<file path="src/design/pmr_pkg.sv">
// Constants and types for the coding sublayer management register bank
package pmr_pkg;

   // Register offsets inside the sublayer device
   localparam logic [15:0] REG_CTRL1    = 16'h0000;
   localparam logic [15:0] REG_STAT1    = 16'h0001;
   localparam logic [15:0] REG_ID_LO    = 16'h0002;
   localparam logic [15:0] REG_ID_HI    = 16'h0003;
   localparam logic [15:0] REG_SPEED    = 16'h0004;
   localparam logic [15:0] REG_PKG_LO   = 16'h0005;
   localparam logic [15:0] REG_PKG_HI   = 16'h0006;
   localparam logic [15:0] REG_CTRL2    = 16'h0007;
   localparam logic [15:0] REG_STAT2    = 16'h0008;
   localparam logic [15:0] REG_PKGID_LO = 16'h000e;
   localparam logic [15:0] REG_PKGID_HI = 16'h000f;
   localparam logic [15:0] REG_LPI_CAP  = 16'h0014;
   localparam logic [15:0] REG_STACK    = 16'ha939;

   // Control one fields
   localparam int CTL_RESET_BIT   = 15;
   localparam int CTL_LPBK_BIT    = 14;
   localparam int CTL_LOWPWR_BIT  = 11;
   localparam int CTL_CLKSTOP_BIT = 10;
   localparam int CTL_SPD_LSB     = 2;
   localparam logic [15:0] CTL_RW_MASK  = 16'h5fbf;
   localparam logic [15:0] CTL_RO_ONES  = 16'h2040;
   localparam logic [15:0] CTL_RESET    = 16'h0000;

   // Status one fields
   localparam int ST1_TXLIVE_BIT = 9;
   localparam int ST1_RXLIVE_BIT = 8;

   // Constant capability words
   localparam logic [15:0] SPEED_ABILITY = 16'h00c1;
   localparam logic [15:0] PKG_DEV_LO    = 16'h009b;
   localparam logic [15:0] PKG_DEV_HI    = 16'hc000;
   localparam logic [15:0] STAT2_CONST   = 16'hb008;
   localparam logic [15:0] PKG_ID_LO     = 16'h0000;
   localparam logic [15:0] PKG_ID_HI     = 16'h0000;
   localparam logic [15:0] LPI_CAP       = 16'h0008;
   localparam logic [1:0]  PRESENT_CODE  = 2'h2;

   // Sublayer type codes and active speed encodings
   localparam logic [3:0] TYPE_10G   = 4'h3;
   localparam logic [3:0] TYPE_5G    = 4'hb;
   localparam logic [3:0] TYPE_2P5G  = 4'ha;
   localparam logic [3:0] TYPE_RESET = 4'h3;
   localparam logic [1:0] SPD_10G    = 2'h0;
   localparam logic [1:0] SPD_5G     = 2'h1;
   localparam logic [1:0] SPD_2P5G   = 2'h2;

   // Stacking header enables
   localparam int STK_TX_EN_BIT  = 0;
   localparam int STK_TS_BIT     = 1;
   localparam int STK_LEN32_BIT  = 2;
   localparam int STK_RX_EN_BIT  = 7;
   localparam logic [15:0] STK_RW_MASK = 16'h0087;
   localparam logic [15:0] STK_RESET   = 16'h0000;

   // Management frame layout
   localparam logic [1:0] OP_ADDR     = 2'h0;
   localparam logic [1:0] OP_WRITE    = 2'h1;
   localparam logic [1:0] OP_READ_INC = 2'h2;
   localparam logic [5:0] PRE_LEN     = 6'h20;
   localparam logic [4:0] HDR_LAST    = 5'h0c;
   localparam logic [4:0] TA_LAST     = 5'h01;
   localparam logic [4:0] DATA_LAST   = 5'h0f;
   localparam logic [4:0] DEVAD_PCS   = 5'h03;

   // Latched status cells
   localparam int LAT_TX_LPI = 0;
   localparam int LAT_RX_LPI = 1;
   localparam int LAT_RXF    = 2;
   localparam int LAT_LINK   = 3;
   localparam int LAT_NUM    = 4;
   localparam logic [3:0] LAT_HIGH_MASK = 4'h7;

   typedef enum logic [1:0] {PH_PRE, PH_HDR, PH_TA, PH_DATA} pmr_phase_e;

endpackage

</file>
<file path="src/design/pmr_latch_bit.sv">
// One latched status bit, latching high or low, reloaded from live on read
`timescale 1ns/10ps
module pmr_latch_bit #(
   parameter bit LATCH_HIGH = 1'b1
) (
   input  wire logic core_clk_i,
   input  wire logic rst_i,
   input  wire logic live_i,
   input  wire logic clear_i,
   output logic      latched_o
);

   logic latched_q;
   logic latched_d;

   // On read the bit follows live, so an event in that cycle still sticks
   always_comb begin
      if (clear_i) begin
         latched_d = live_i;
      end else if (LATCH_HIGH) begin
         latched_d = latched_q | live_i;
      end else begin
         latched_d = latched_q & live_i;
      end
   end

   always_ff @(posedge core_clk_i) begin
      if (rst_i) begin
         latched_q <= 1'b0;
      end else begin
         latched_q <= latched_d;
      end
   end

   assign latched_o = latched_q;

endmodule // pmr_latch_bit

</file>
<file path="src/design/pmr_mgmt_regs.sv">
// Coding sublayer management registers behind a Clause 45 management slave
`timescale 1ns/10ps
// Summary of operation
// - Control bit 14 loops transmit data back to receive; resets to 0.
// - Control bit 11 requests low-power mode; resets to 0.
// - Control bit 10 says the clock may stop during low-power idle.
// - Control bits 13 and 6 read as ones, meaning 10 Gb/s.
// - Type field reports 1011, 1010 or 0011 for active speed; resets 0x3.
// - Status bit 11 latches high on transmit low-power idle until read.
// - Status bit 10 latches high on receive low-power idle until read.
// - Status bits 9 and 8 show live transmit and receive idle.
// - Status bit 7 reads 1 while any fault is present.
// - Status bit 2 latches low on link loss until read.
// - Status bit 1 reads 1, low-power mode supported.
// - Two identifier words together form a 32-bit identifier.
// - Speed ability reads bits 7, 6, 0 set and bit 1 clear.
// - First package word reads bits 7,4,3,1,0 set, 6,5,2 clear.
// - Second package word reads bits 15,14 set and 13 clear.
// - Present field in second status reads 10.
// - Second status bit 10 latches receive fault; bit 11 shows transmit fault.
// - Second status reads bits 13,12,3 set and bits 2 to 0 clear.
// - Idle capability reads bit 3 set and bits 6 to 4 clear.
// - Stacking header enables bits 0,1,2,7 are writable, reset 0.
module pmr_mgmt_regs
   import pmr_pkg::*;
#(
   parameter logic [4:0]  PORT_ADDR  = 5'h00,
   // Identifier values are arbitrary
   parameter logic [15:0] IDENT_LOW  = 16'h1a2b,
   parameter logic [15:0] IDENT_HIGH = 16'h3c4d
) (
   input  wire logic       core_clk_i,
   input  wire logic       rst_i,
   input  wire logic       mdc_i,
   input  wire logic       mdio_i,
   output logic            mdio_o,
   output logic            mdio_oe_o,
   input  wire logic       tx_lpi_i,
   input  wire logic       rx_lpi_i,
   input  wire logic       tx_fault_i,
   input  wire logic       rx_fault_i,
   input  wire logic       rx_link_i,
   input  wire logic [1:0] active_speed_i,
   output logic            sublayer_reset_o,
   output logic            sublayer_loopback_enable_o,
   output logic            low_power_request_o,
   output logic            clock_stoppable_o,
   output logic [3:0]      extended_speed_field_o,
   output logic            tx_stacking_header_enable_o,
   output logic            rx_stacking_header_enable_o,
   output logic            tx_timestamp_code_enable_o,
   output logic            tx_long_message_select_o
);

   logic               mdc_q;
   logic               mdc_rise;
   logic               mdc_fall;
   pmr_phase_e         phase_q;
   logic [5:0]         pre_cnt_q;
   logic [4:0]         cnt_q;
   logic [12:0]        hdr_q;
   logic [12:0]        hdr_next;
   logic [1:0]         op_q;
   logic               mine_q;
   logic               hdr_done;
   logic               hdr_mine;
   logic               data_last;
   logic               rd_take;
   logic               wr_take;
   logic [15:0]        addr_q;
   logic [15:0]        wr_sh_q;
   logic [15:0]        wr_word;
   logic [15:0]        rd_sh_q;
   logic [15:0]        rd_word;
   logic               mdio_q;
   logic               mdio_oe_q;
   logic [15:0]        ctl_q;
   logic               reset_q;
   logic [15:0]        stk_q;
   logic [3:0]         type_q;
   logic               tx_live_q;
   logic               rx_live_q;
   logic               fault_q;
   logic               tx_fault_q;
   logic               clr_st1;
   logic               clr_st2;
   logic [LAT_NUM-1:0] lat_live;
   logic [LAT_NUM-1:0] lat_clr;
   logic [LAT_NUM-1:0] lat_q;
   logic               wr_ctl1;
   logic               wr_stack;

   // Both pins are synchronous, so one stored sample of the clock suffices
   always_ff @(posedge core_clk_i) begin
      if (rst_i) begin
         mdc_q <= 1'b0;
      end else begin
         mdc_q <= mdc_i;
      end
   end

   assign mdc_rise  = mdc_i & ~mdc_q;
   assign mdc_fall  = ~mdc_i & mdc_q;
   assign hdr_next  = {hdr_q[11:0], mdio_i};
   assign hdr_done  = mdc_rise && (phase_q == PH_HDR) && (cnt_q == HDR_LAST);
   assign hdr_mine  = hdr_next[12] && (hdr_next[9:5] == PORT_ADDR)
                      && (hdr_next[4:0] == DEVAD_PCS);
   assign data_last = mdc_rise && (phase_q == PH_DATA) && (cnt_q == DATA_LAST);
   // Both read opcodes have the upper bit set
   assign rd_take   = hdr_done && hdr_mine && hdr_next[11];
   assign wr_word   = {wr_sh_q[14:0], mdio_i};
   assign wr_take   = data_last && mine_q && (op_q == OP_WRITE);
   assign wr_ctl1   = wr_take && (addr_q == REG_CTRL1);
   assign wr_stack  = wr_take && (addr_q == REG_STACK);
   assign clr_st1   = rd_take && (addr_q == REG_STAT1);
   assign clr_st2   = rd_take && (addr_q == REG_STAT2);

   // Frame tracker; a full preamble is needed before every frame
   always_ff @(posedge core_clk_i) begin
      if (rst_i) begin
         phase_q   <= PH_PRE;
         pre_cnt_q <= 6'h00;
         cnt_q     <= 5'h00;
         hdr_q     <= 13'h0000;
         op_q      <= OP_ADDR;
         mine_q    <= 1'b0;
      end else if (mdc_rise) begin
         unique case (phase_q)
            PH_PRE: begin
               if (mdio_i) begin
                  if (pre_cnt_q != PRE_LEN) begin
                     pre_cnt_q <= pre_cnt_q + 6'h01;
                  end
               end else begin
                  if (pre_cnt_q == PRE_LEN) begin
                     phase_q <= PH_HDR;
                     cnt_q   <= 5'h00;
                  end
                  pre_cnt_q <= 6'h00;
               end
            end
            PH_HDR: begin
               hdr_q <= hdr_next;
               if (cnt_q == HDR_LAST) begin
                  phase_q <= PH_TA;
                  cnt_q   <= 5'h00;
                  op_q    <= hdr_next[11:10];
                  mine_q  <= hdr_mine;
               end else begin
                  cnt_q <= cnt_q + 5'h01;
               end
            end
            PH_TA: begin
               if (cnt_q == TA_LAST) begin
                  phase_q <= PH_DATA;
                  cnt_q   <= 5'h00;
               end else begin
                  cnt_q <= cnt_q + 5'h01;
               end
            end
            PH_DATA: begin
               if (cnt_q == DATA_LAST) begin
                  phase_q <= PH_PRE;
                  cnt_q   <= 5'h00;
               end else begin
                  cnt_q <= cnt_q + 5'h01;
               end
            end
         endcase
      end
   end

   // Incoming data word; the last bit joins directly from the pin
   always_ff @(posedge core_clk_i) begin
      if (rst_i) begin
         wr_sh_q <= 16'h0000;
      end else if (mdc_rise && (phase_q == PH_DATA)) begin
         wr_sh_q <= wr_word;
      end
   end

   // Address register with post-read increment
   always_ff @(posedge core_clk_i) begin
      if (rst_i) begin
         addr_q <= 16'h0000;
      end else if (data_last && mine_q && (op_q == OP_ADDR)) begin
         addr_q <= wr_word;
      end else if (data_last && mine_q && (op_q == OP_READ_INC)) begin
         addr_q <= addr_q + 16'h0001;
      end
   end

   // Read drive: released on the first turnaround bit, zero on the second
   always_ff @(posedge core_clk_i) begin
      if (rst_i) begin
         rd_sh_q   <= 16'h0000;
         mdio_q    <= 1'b0;
         mdio_oe_q <= 1'b0;
      end else if (rd_take) begin
         rd_sh_q <= rd_word;
      end else if (mdc_fall) begin
         if (mine_q && op_q[1] && (phase_q == PH_TA) && (cnt_q == TA_LAST)) begin
            mdio_q    <= 1'b0;
            mdio_oe_q <= 1'b1;
         end else if (mine_q && op_q[1] && (phase_q == PH_DATA)) begin
            mdio_q    <= rd_sh_q[15];
            mdio_oe_q <= 1'b1;
            rd_sh_q   <= {rd_sh_q[14:0], 1'b0};
         end else begin
            mdio_q    <= 1'b0;
            mdio_oe_q <= 1'b0;
         end
      end
   end

   assign mdio_o    = mdio_q;
   assign mdio_oe_o = mdio_oe_q;

   // Control one; reserved writable bits are kept so a read-modify-write holds them
   always_ff @(posedge core_clk_i) begin
      if (rst_i) begin
         ctl_q   <= CTL_RESET;
         reset_q <= 1'b0;
      end else begin
         reset_q <= wr_ctl1 && wr_word[CTL_RESET_BIT];
         if (wr_ctl1) begin
            ctl_q <= wr_word & CTL_RW_MASK;
         end
      end
   end

   assign sublayer_reset_o           = reset_q;
   assign sublayer_loopback_enable_o = ctl_q[CTL_LPBK_BIT];
   assign low_power_request_o        = ctl_q[CTL_LOWPWR_BIT];
   assign clock_stoppable_o          = ctl_q[CTL_CLKSTOP_BIT];
   assign extended_speed_field_o     = ctl_q[CTL_SPD_LSB +: 4];

   // Stacking header enables
   always_ff @(posedge core_clk_i) begin
      if (rst_i) begin
         stk_q <= STK_RESET;
      end else if (wr_stack) begin
         stk_q <= wr_word & STK_RW_MASK;
      end
   end

   assign tx_stacking_header_enable_o = stk_q[STK_TX_EN_BIT];
   assign rx_stacking_header_enable_o = stk_q[STK_RX_EN_BIT];
   assign tx_timestamp_code_enable_o  = stk_q[STK_TS_BIT];
   assign tx_long_message_select_o    = stk_q[STK_LEN32_BIT];

   // Live status and active sublayer type
   always_ff @(posedge core_clk_i) begin
      if (rst_i) begin
         tx_live_q  <= 1'b0;
         rx_live_q  <= 1'b0;
         fault_q    <= 1'b0;
         tx_fault_q <= 1'b0;
         type_q     <= TYPE_RESET;
      end else begin
         tx_live_q  <= tx_lpi_i;
         rx_live_q  <= rx_lpi_i;
         fault_q    <= tx_fault_i | rx_fault_i;
         tx_fault_q <= tx_fault_i;
         unique case (active_speed_i)
            SPD_5G:   type_q <= TYPE_5G;
            SPD_2P5G: type_q <= TYPE_2P5G;
            SPD_10G:  type_q <= TYPE_10G;
            default:  type_q <= type_q;
         endcase
      end
   end

   // Latched status cells, cleared by the read that returns them
   assign lat_live = {rx_link_i, rx_fault_i, rx_lpi_i, tx_lpi_i};
   assign lat_clr  = {clr_st1, clr_st2, clr_st1, clr_st1};

   generate
      for (genvar i = 0; i < LAT_NUM; i++) begin : g_lat
         pmr_latch_bit #(
            .LATCH_HIGH (LAT_HIGH_MASK[i])
         ) u_lat (
            .core_clk_i (core_clk_i),
            .rst_i      (rst_i),
            .live_i     (lat_live[i]),
            .clear_i    (lat_clr[i]),
            .latched_o  (lat_q[i])
         );
      end
   endgenerate

   // Read multiplexer; unmapped offsets read zero
   always_comb begin
      unique case (addr_q)
         REG_CTRL1:    rd_word = ctl_q | CTL_RO_ONES;
         REG_STAT1:    rd_word = {4'h0, lat_q[LAT_TX_LPI], lat_q[LAT_RX_LPI],
                                  tx_live_q, rx_live_q, fault_q, 4'h0,
                                  lat_q[LAT_LINK], 1'b1, 1'b0};
         REG_ID_LO:    rd_word = IDENT_LOW;
         REG_ID_HI:    rd_word = IDENT_HIGH;
         REG_SPEED:    rd_word = SPEED_ABILITY;
         REG_PKG_LO:   rd_word = PKG_DEV_LO;
         REG_PKG_HI:   rd_word = PKG_DEV_HI;
         REG_CTRL2:    rd_word = {12'h000, type_q};
         REG_STAT2:    rd_word = STAT2_CONST | {4'h0, tx_fault_q,
                                  lat_q[LAT_RXF], 10'h000};
         REG_PKGID_LO: rd_word = PKG_ID_LO;
         REG_PKGID_HI: rd_word = PKG_ID_HI;
         REG_LPI_CAP:  rd_word = LPI_CAP;
         REG_STACK:    rd_word = stk_q;
         default:      rd_word = 16'h0000;
      endcase
   end
endmodule // pmr_mgmt_regs

</file>
<file path="config.mk">
export PLATFORM = sky130hd
export DESIGN_NAME = pmr_mgmt_regs
export DESIGN_NICKNAME = d
export VERILOG_FILES = /design/src/design/pmr_pkg.sv /design/src/design/pmr_latch_bit.sv /design/src/design/pmr_mgmt_regs.sv
export SDC_FILE = /design/constraint.sdc
export NUM_CORES = 1
export LEC_CHECK = 0
export ABC_AREA = 1
export BUFFER_PORTS_ARGS = -buffer_cell sky130_fd_sc_hd__buf_2
export CELL_PAD_IN_SITES_DETAIL_PLACEMENT = 1
export CELL_PAD_IN_SITES_GLOBAL_PLACEMENT = 1
export CORE_AREA = 10 10 122 124
export CTS_CLUSTER_SIZE = 12
export DETAILED_ROUTE_END_ITERATION = 12
export DIE_AREA = 0 0 132 134
export PLACE_DENSITY = 0.83
export SYNTH_ARGS = -nofsm -noshare
export SYNTH_HDL_FRONTEND = slang
export SYNTH_SLANG_ARGS = --single-unit
</file>
<file path="constraint.sdc">
create_clock -name core_clk_i -period 3.2 [get_ports core_clk_i]
set_clock_uncertainty 0.05 [all_clocks]
set_input_delay 0.16 -clock core_clk_i [delete_from_list [all_inputs] [get_ports core_clk_i]]
set_output_delay 0.16 -clock core_clk_i [all_outputs]
set_load 0.05 [all_outputs]
</file>
-- Yosys cells after proc, flatten, opt, wreduce, memory -nomap -nowiden
Cells that the tools add are included.
- bits of input ports: 11
- output and inout port bits: 14
- register bits: 108
- add/subtract/negate cells: 3
- bitwise gates (word level): 10
- muxes and demuxes: 30
- equality and inequality tests: 30
- reductions and logical operators: 37
- operators by type and width (operator ; count):
    $pmux W16 S11 ; 1
    $mux W16 ; 6
    $eq A16 B3 Y1 const B ; 4
    $eq A16 B2 Y1 const B ; 2
    $mux W5 ; 5
    $logic_and A1 B1 Y1 ; 21
    $pmux W5 S4 ; 1
    $add A16 B1 Y16 const B ; 1
    $eq A16 B1 Y1 const B ; 1
    $eq A16 B16 Y1 const B ; 1
    $eq A16 B4 Y1 const B ; 1
    $eq A16 B5 Y1 const B ; 1
    $logic_not A16 Y1 ; 1
    $mux W6 ; 2
    $pmux W4 S3 ; 1
    $reduce_and A3 Y1 ; 4
    $eq A5 B4 Y1 const B ; 2
    $mux W2 ; 5
    $eq A2 B2 Y1 const B ; 4
    $mux W1 ; 8
    $ne A2 B2 Y1 const B ; 4
    $pmux W2 S4 ; 1
    $add A6 B1 Y6 const B ; 1
    $eq A2 B1 Y1 const B ; 3
    15 further kinds ; 29

-- Longest topological paths before layout
- depth in word-level cells: 8
- gate-level depth with buffers: 14
- depth with buffers taken out: 14

-- Hierarchy
Synthesis repeated with hierarchy kept, for this count alone.
- cells, all modules: 797
- area total of the unflattened synthesis: 5728.0 um^2
- modules (own cells, without submodules) (module ; times used ; cells an instance ; area an instance (um^2)):
    pmr_mgmt_regs ; 1 ; 777 ; 5572.8
    pmr_latch_bit at g_lat[0].u_lat ... ; 3 ; 5 ; 40.0
    pmr_latch_bit at g_lat[3].u_lat ; 1 ; 5 ; 35.0

-- Least setup slack after synthesis
Ideal clock, no wire load.
- path type: flip-flop to flip-flop
- start point: register cnt_q[0]
- end point: register ctl_q[10]
- slack: 1428 ps
- arrival time: 1641 ps
- stages on the path, launching flop included: 12
- path buffers: 1
- clock period less this slack: 1772 ps
- cells stage by stage: dfxtp_1 -> ha_1 -> nand2_1 -> inv_1 -> ha_1 -> nand4_2 -> inv_2 -> nand3_4 -> nor2_4 -> buf_4 -> nor2_1 -> a211oi_2
- word-level cells in the longest chain between the ends: 5
- ends and longest elaborated chain (element ; line ; text):
    from (decl) ; pmr_mgmt_regs.sv:60 ; logic [4:0] cnt_q;
    from (signal assigned) ; pmr_mgmt_regs.sv:150 ; cnt_q <= cnt_q + 5'h01;
    from (signal assigned) ; pmr_mgmt_regs.sv:158 ; cnt_q <= cnt_q + 5'h01;
    from (signal assigned) ; pmr_mgmt_regs.sv:166 ; cnt_q <= cnt_q + 5'h01;
    $eq A5 B4 Y1 ; pmr_mgmt_regs.sv:108 ; assign data_last = mdc_rise && (phase_q == PH_DATA) && (cnt_q == DATA_LAST);
    $logic_and A1 B1 Y1 ; pmr_mgmt_regs.sv:108 ;
    $logic_and A1 B1 Y1 (2 in series) ; pmr_mgmt_regs.sv:112 ; assign wr_take = data_last && mine_q && (op_q == OP_WRITE);
    $logic_and A1 B1 Y1 ; pmr_mgmt_regs.sv:113 ; assign wr_ctl1 = wr_take && (addr_q == REG_CTRL1);
    to (signal assigned) ; pmr_mgmt_regs.sv:227 ; ctl_q <= wr_word & CTL_RW_MASK;
    to (decl) ; pmr_mgmt_regs.sv:77 ; logic [15:0] ctl_q;
No other way between the ends.
A chain may end at the register's enable or synchronous reset.

-- Worst setup path in the final report
- start point: register cnt_q[0]
- end point: register addr_q[15]
- word-level cells in the longest chain between the ends: 5
- elaborated cells on any way between the ends: 7
- ends and longest elaborated chain (element ; line ; text):
    $eq A5 B4 Y1 (*) ; pmr_mgmt_regs.sv:108 ;
    $logic_and A1 B1 Y1 (*) ; pmr_mgmt_regs.sv:108 ;
    $logic_and A1 B1 Y1 (*) ; pmr_mgmt_regs.sv:186, pmr_mgmt_regs.sv:188 ;
    $logic_and A1 B1 Y1, on equally long branches ; pmr_mgmt_regs.sv:186, pmr_mgmt_regs.sv:188 ;
    $mux W16 / $reduce_bool A2 Y1 (equally long branches) ; n/a ;
    to (signal assigned) ; pmr_mgmt_regs.sv:187 ; addr_q <= wr_word;
    to (signal assigned) ; pmr_mgmt_regs.sv:189 ; addr_q <= addr_q + 16'h0001;
    to (decl) ; pmr_mgmt_regs.sv:70 ; logic [15:0] addr_q;
Every way passes the cells marked *; elsewhere a longest branch is shown, timed or not.

==> flow_metrics.py <==
metrics = {
    "global_route": {
        "grt_max_degree": 55,
        "globalRoute.totalOverflow": 0,
        "first_global_vias": 5432,
        "grtUsageTotal_pct": 18.3,
        "grt_pass1_wl_um": 26900,
        "antenna_found_initial": 0,
    },
    "timing": {
        "slew_viol_final": 0,
        "relSlewSlack_pct": 42.9,
        "tightest_slew_ns": 0.854,
        "fmax_ghz": 0.353,
        "finalHoldWorstSlack_ns": 0.0221,
        "setup_viol": 0,
        "rsz0062_at_grt": "false",
        "period_share_pct": 88.6,
        "setup_tns_ns": 0,
        "fin_crit_ns": 2.83,
        "final-hold-violation-count": 0,
    },
    "finish": {
        "antenna_cells": 0,
        "finalNonFillerCells": 957,
        "layout_commonest_cell": "nand2_1",
        "layout-drive-gt1-share_pct": 9.68,
        "layout_common_cells": "nand2_1 (129), dfxtp_1 (106), inv_1 (102), nand3_1 (82), nor2_1 (79)",
        "final_nets": 806,
        "num-fill-cells": 1642,
        "area_delta_synth_final_pct": 8.87,
    },
    "yosys": {
        "synthCells": 773,
        "ys_ff_latch": 106,
        "netlist.area_leader.share_pct": 38.6,
        "ys_types": 41,
        "yosysWarnings": 0,
        "synth_fp_nets": 799,
        "yosysSeqAreaShare_pct": 38.6,
        "yosys-top-cells-area": "dfxtp_1 (39%), nand2_1 (8.8%), nand3_1 (7.5%), inv_1 (7.0%), nor2_1 (5.4%)",
        "ys.flop_type": "dfxtp_1",
        "postSynth.asyncResetShare_pct": 0,
        "synth_top_cell_by_area": "dfxtp_1",
        "synth_area_per_cell_um2": 7.12,
        "synth-edff-count": 0,
        "syn-cell-area_um2": 5500,
    },
    "die": {
        "placementRows": 41,
        "initial_core_util_pct": 44.1,
        "dieArea_um2": 17700,
        "coreArea_um2": 12500,
        "die_w_um": 132,
        "die_h_um": 134,
        "ios": 25,
    },
    "routing": {
        "drt_iter0_drc": 296,
        "wl_um": 16000,
        "drt_pass1_iterations": 4,
        "drc": 0,
        "post_drt_wl_per_cell_um": 16.7,
        "dr_total_vias": 5197,
        "vias_per_cell": 5.43,
        "postRouteAntennaNets": 0,
    },
    "clocking": {
        "h-tree-depth": 3,
        "clkSlewWorstSetupHoldPaths_ns": 0.07,
        "cts_sinks": 106,
        "cts_setup_buffers": 0,
        "numCtsBuffers": 9,
        "cts_root_buf": "clkbuf_16",
        "cts_tree": "built",
        "cts_buffer_depth": 2,
        "insertion_delay_ns": 0.36,
    },
    "run_status": {
        "status": "completed",
    },
    "placed_design": {
        "gp_congestion": 0.859,
        "hpwl_um": 11500,
        "numPortBuffers": 24,
        "dp.cells": 934,
    },
    "critical_path": {
        "end_kind": "flip-flop",
        "worstSetupPathType": "flip-flop to flip-flop",
        "critPathLaunchType": "flip-flop",
        "cp_max_fo": 13,
        "crit_arrival_ns": 3.07,
        "worst-r2r-cell-count": 10,
        "crit_required_ns": 3.43,
    },
    "pwr": {
        "power_density_nw_per_um2": 427,
        "p_leak_nw": 2.49,
        "ir_drop_mv": 0.275,
    },
    "hold_path": {
        "hold_path.class": "primary input to flip-flop",
        "hold_path_depth": 3,
    },
    "flow_run": {
        "max_cap_violations": 0,
    },
}
-- path summary, 6_finish.rpt --
kind              slack, ns    endpoint      from
setup / recovery       0.37  addr_q[15]  cnt_q[0]
hold / removal         0.02       mdc_q     mdc_i
setup reg to reg       0.37  addr_q[15]  cnt_q[0]
hold reg to reg        0.43    hdr_q[9]  hdr_q[9]
-- layout make-up --
| type | instances | area, µm² | share of cell area, % |
|---|---|---|---|
| multi-input cells | 522 | 2750 | 45.8 |
| flip-flops and latches | 106 | 2120 | 35.4 |
| inverters | 107 | 402 | 6.70 |
| clock buffers | 11 | 233 | 3.88 |
| well taps | 172 | 215 | 3.59 |
| repair buffers | 34 | 213 | 3.55 |
| clock inverters | 5 | 60.1 | 1.00 |
-- metrics by stage --
step	setup slack, ns	instance area, µm²	power [mW]	utilization, %
CTS	0.408	5990	2.58	48.1
global route	0.132	5990	2.64	48.1
detailed placement	0.481	5630	1.45	45.1
floorplan	1.43	5500	1.42	-
global placement	0.673	5630	1.44	45.1
finish	0.365	5990	2.56	48.1
-- flip-flops by register name (all words and copies together), names as in the netlist, 2 cells and up --
register               count
stk_q                      4
hdr_q                     12
pre_cnt_q                  6
ctl_q                     13
g_lat.u_lat.latched_o      4
wr_sh_q                   15
cnt_q                      5
addr_q                    16
type_q                     2
op_q                       2
rd_sh_q                   16
phase_q                    2
-- routing by layer --
layer  global-route usage (%)  part of all wire (%)  vias up  wire length [µm]
met5                        0                     0        -                 0
met4                     4.88                   1.5        0               239
met3                     4.22                   3.4       17               543
met2                     33.8                    52       75              8310
met1                     20.6                    43     2547              6880
li1                         -                     -     2558                 -
-- critical path: stages, from the launching register on --
cell     delay, ns
dfxtp_1       0.41
ha_1          0.22
nand2_1       0.09
inv_1         0.06
ha_1          0.17
nand4_2       0.14
nor2_2        0.49
nand2_1       0.40
inv_1         0.40
nand2_1       0.12
a31oi_1       0.20
-- Yosys cell counts (6+ instances only) --
library cell	n
inv_1	102
buf_4	12
nor4_1	6
nand3_1	82
a211oi_2	7
o21ai_0	52
clkbuf_1	13
nand2_1	129
buf_2	6
ha_1	15
a211oi_1	14
o21ai_1	6
a21oi_1	51
nor3_1	18
o211ai_1	6
dfxtp_1	106
nand4_1	12
nor2_1	79
-- where the power goes --
part / switching [mW] / internal [mW]
Clock: 0.521 / 0.612
Combinational: 0.0592 / 0.0271
Sequential: 0.00739 / 1.33
Total: 0.588 / 1.97
-- repair_timing --
action,CTS,global route
gates resized for setup,0,0
endpoints found under the setup margin,0,0
endpoints found under the hold margin,6,0
hold buffers,7,0
-- cell families after synthesis --
logic type	Yosys count	synth area share (%)
AOI/OAI and AO/OA	151	16.3
xor gates and xnor gates	6	0.955
adders and majority gates	15	3.41
buffers and inverters	145	11.5
DFF	106	38.6
and+or+nand+nor	350	29.3
No activity file was read; power rests on OpenSTA's default activity.
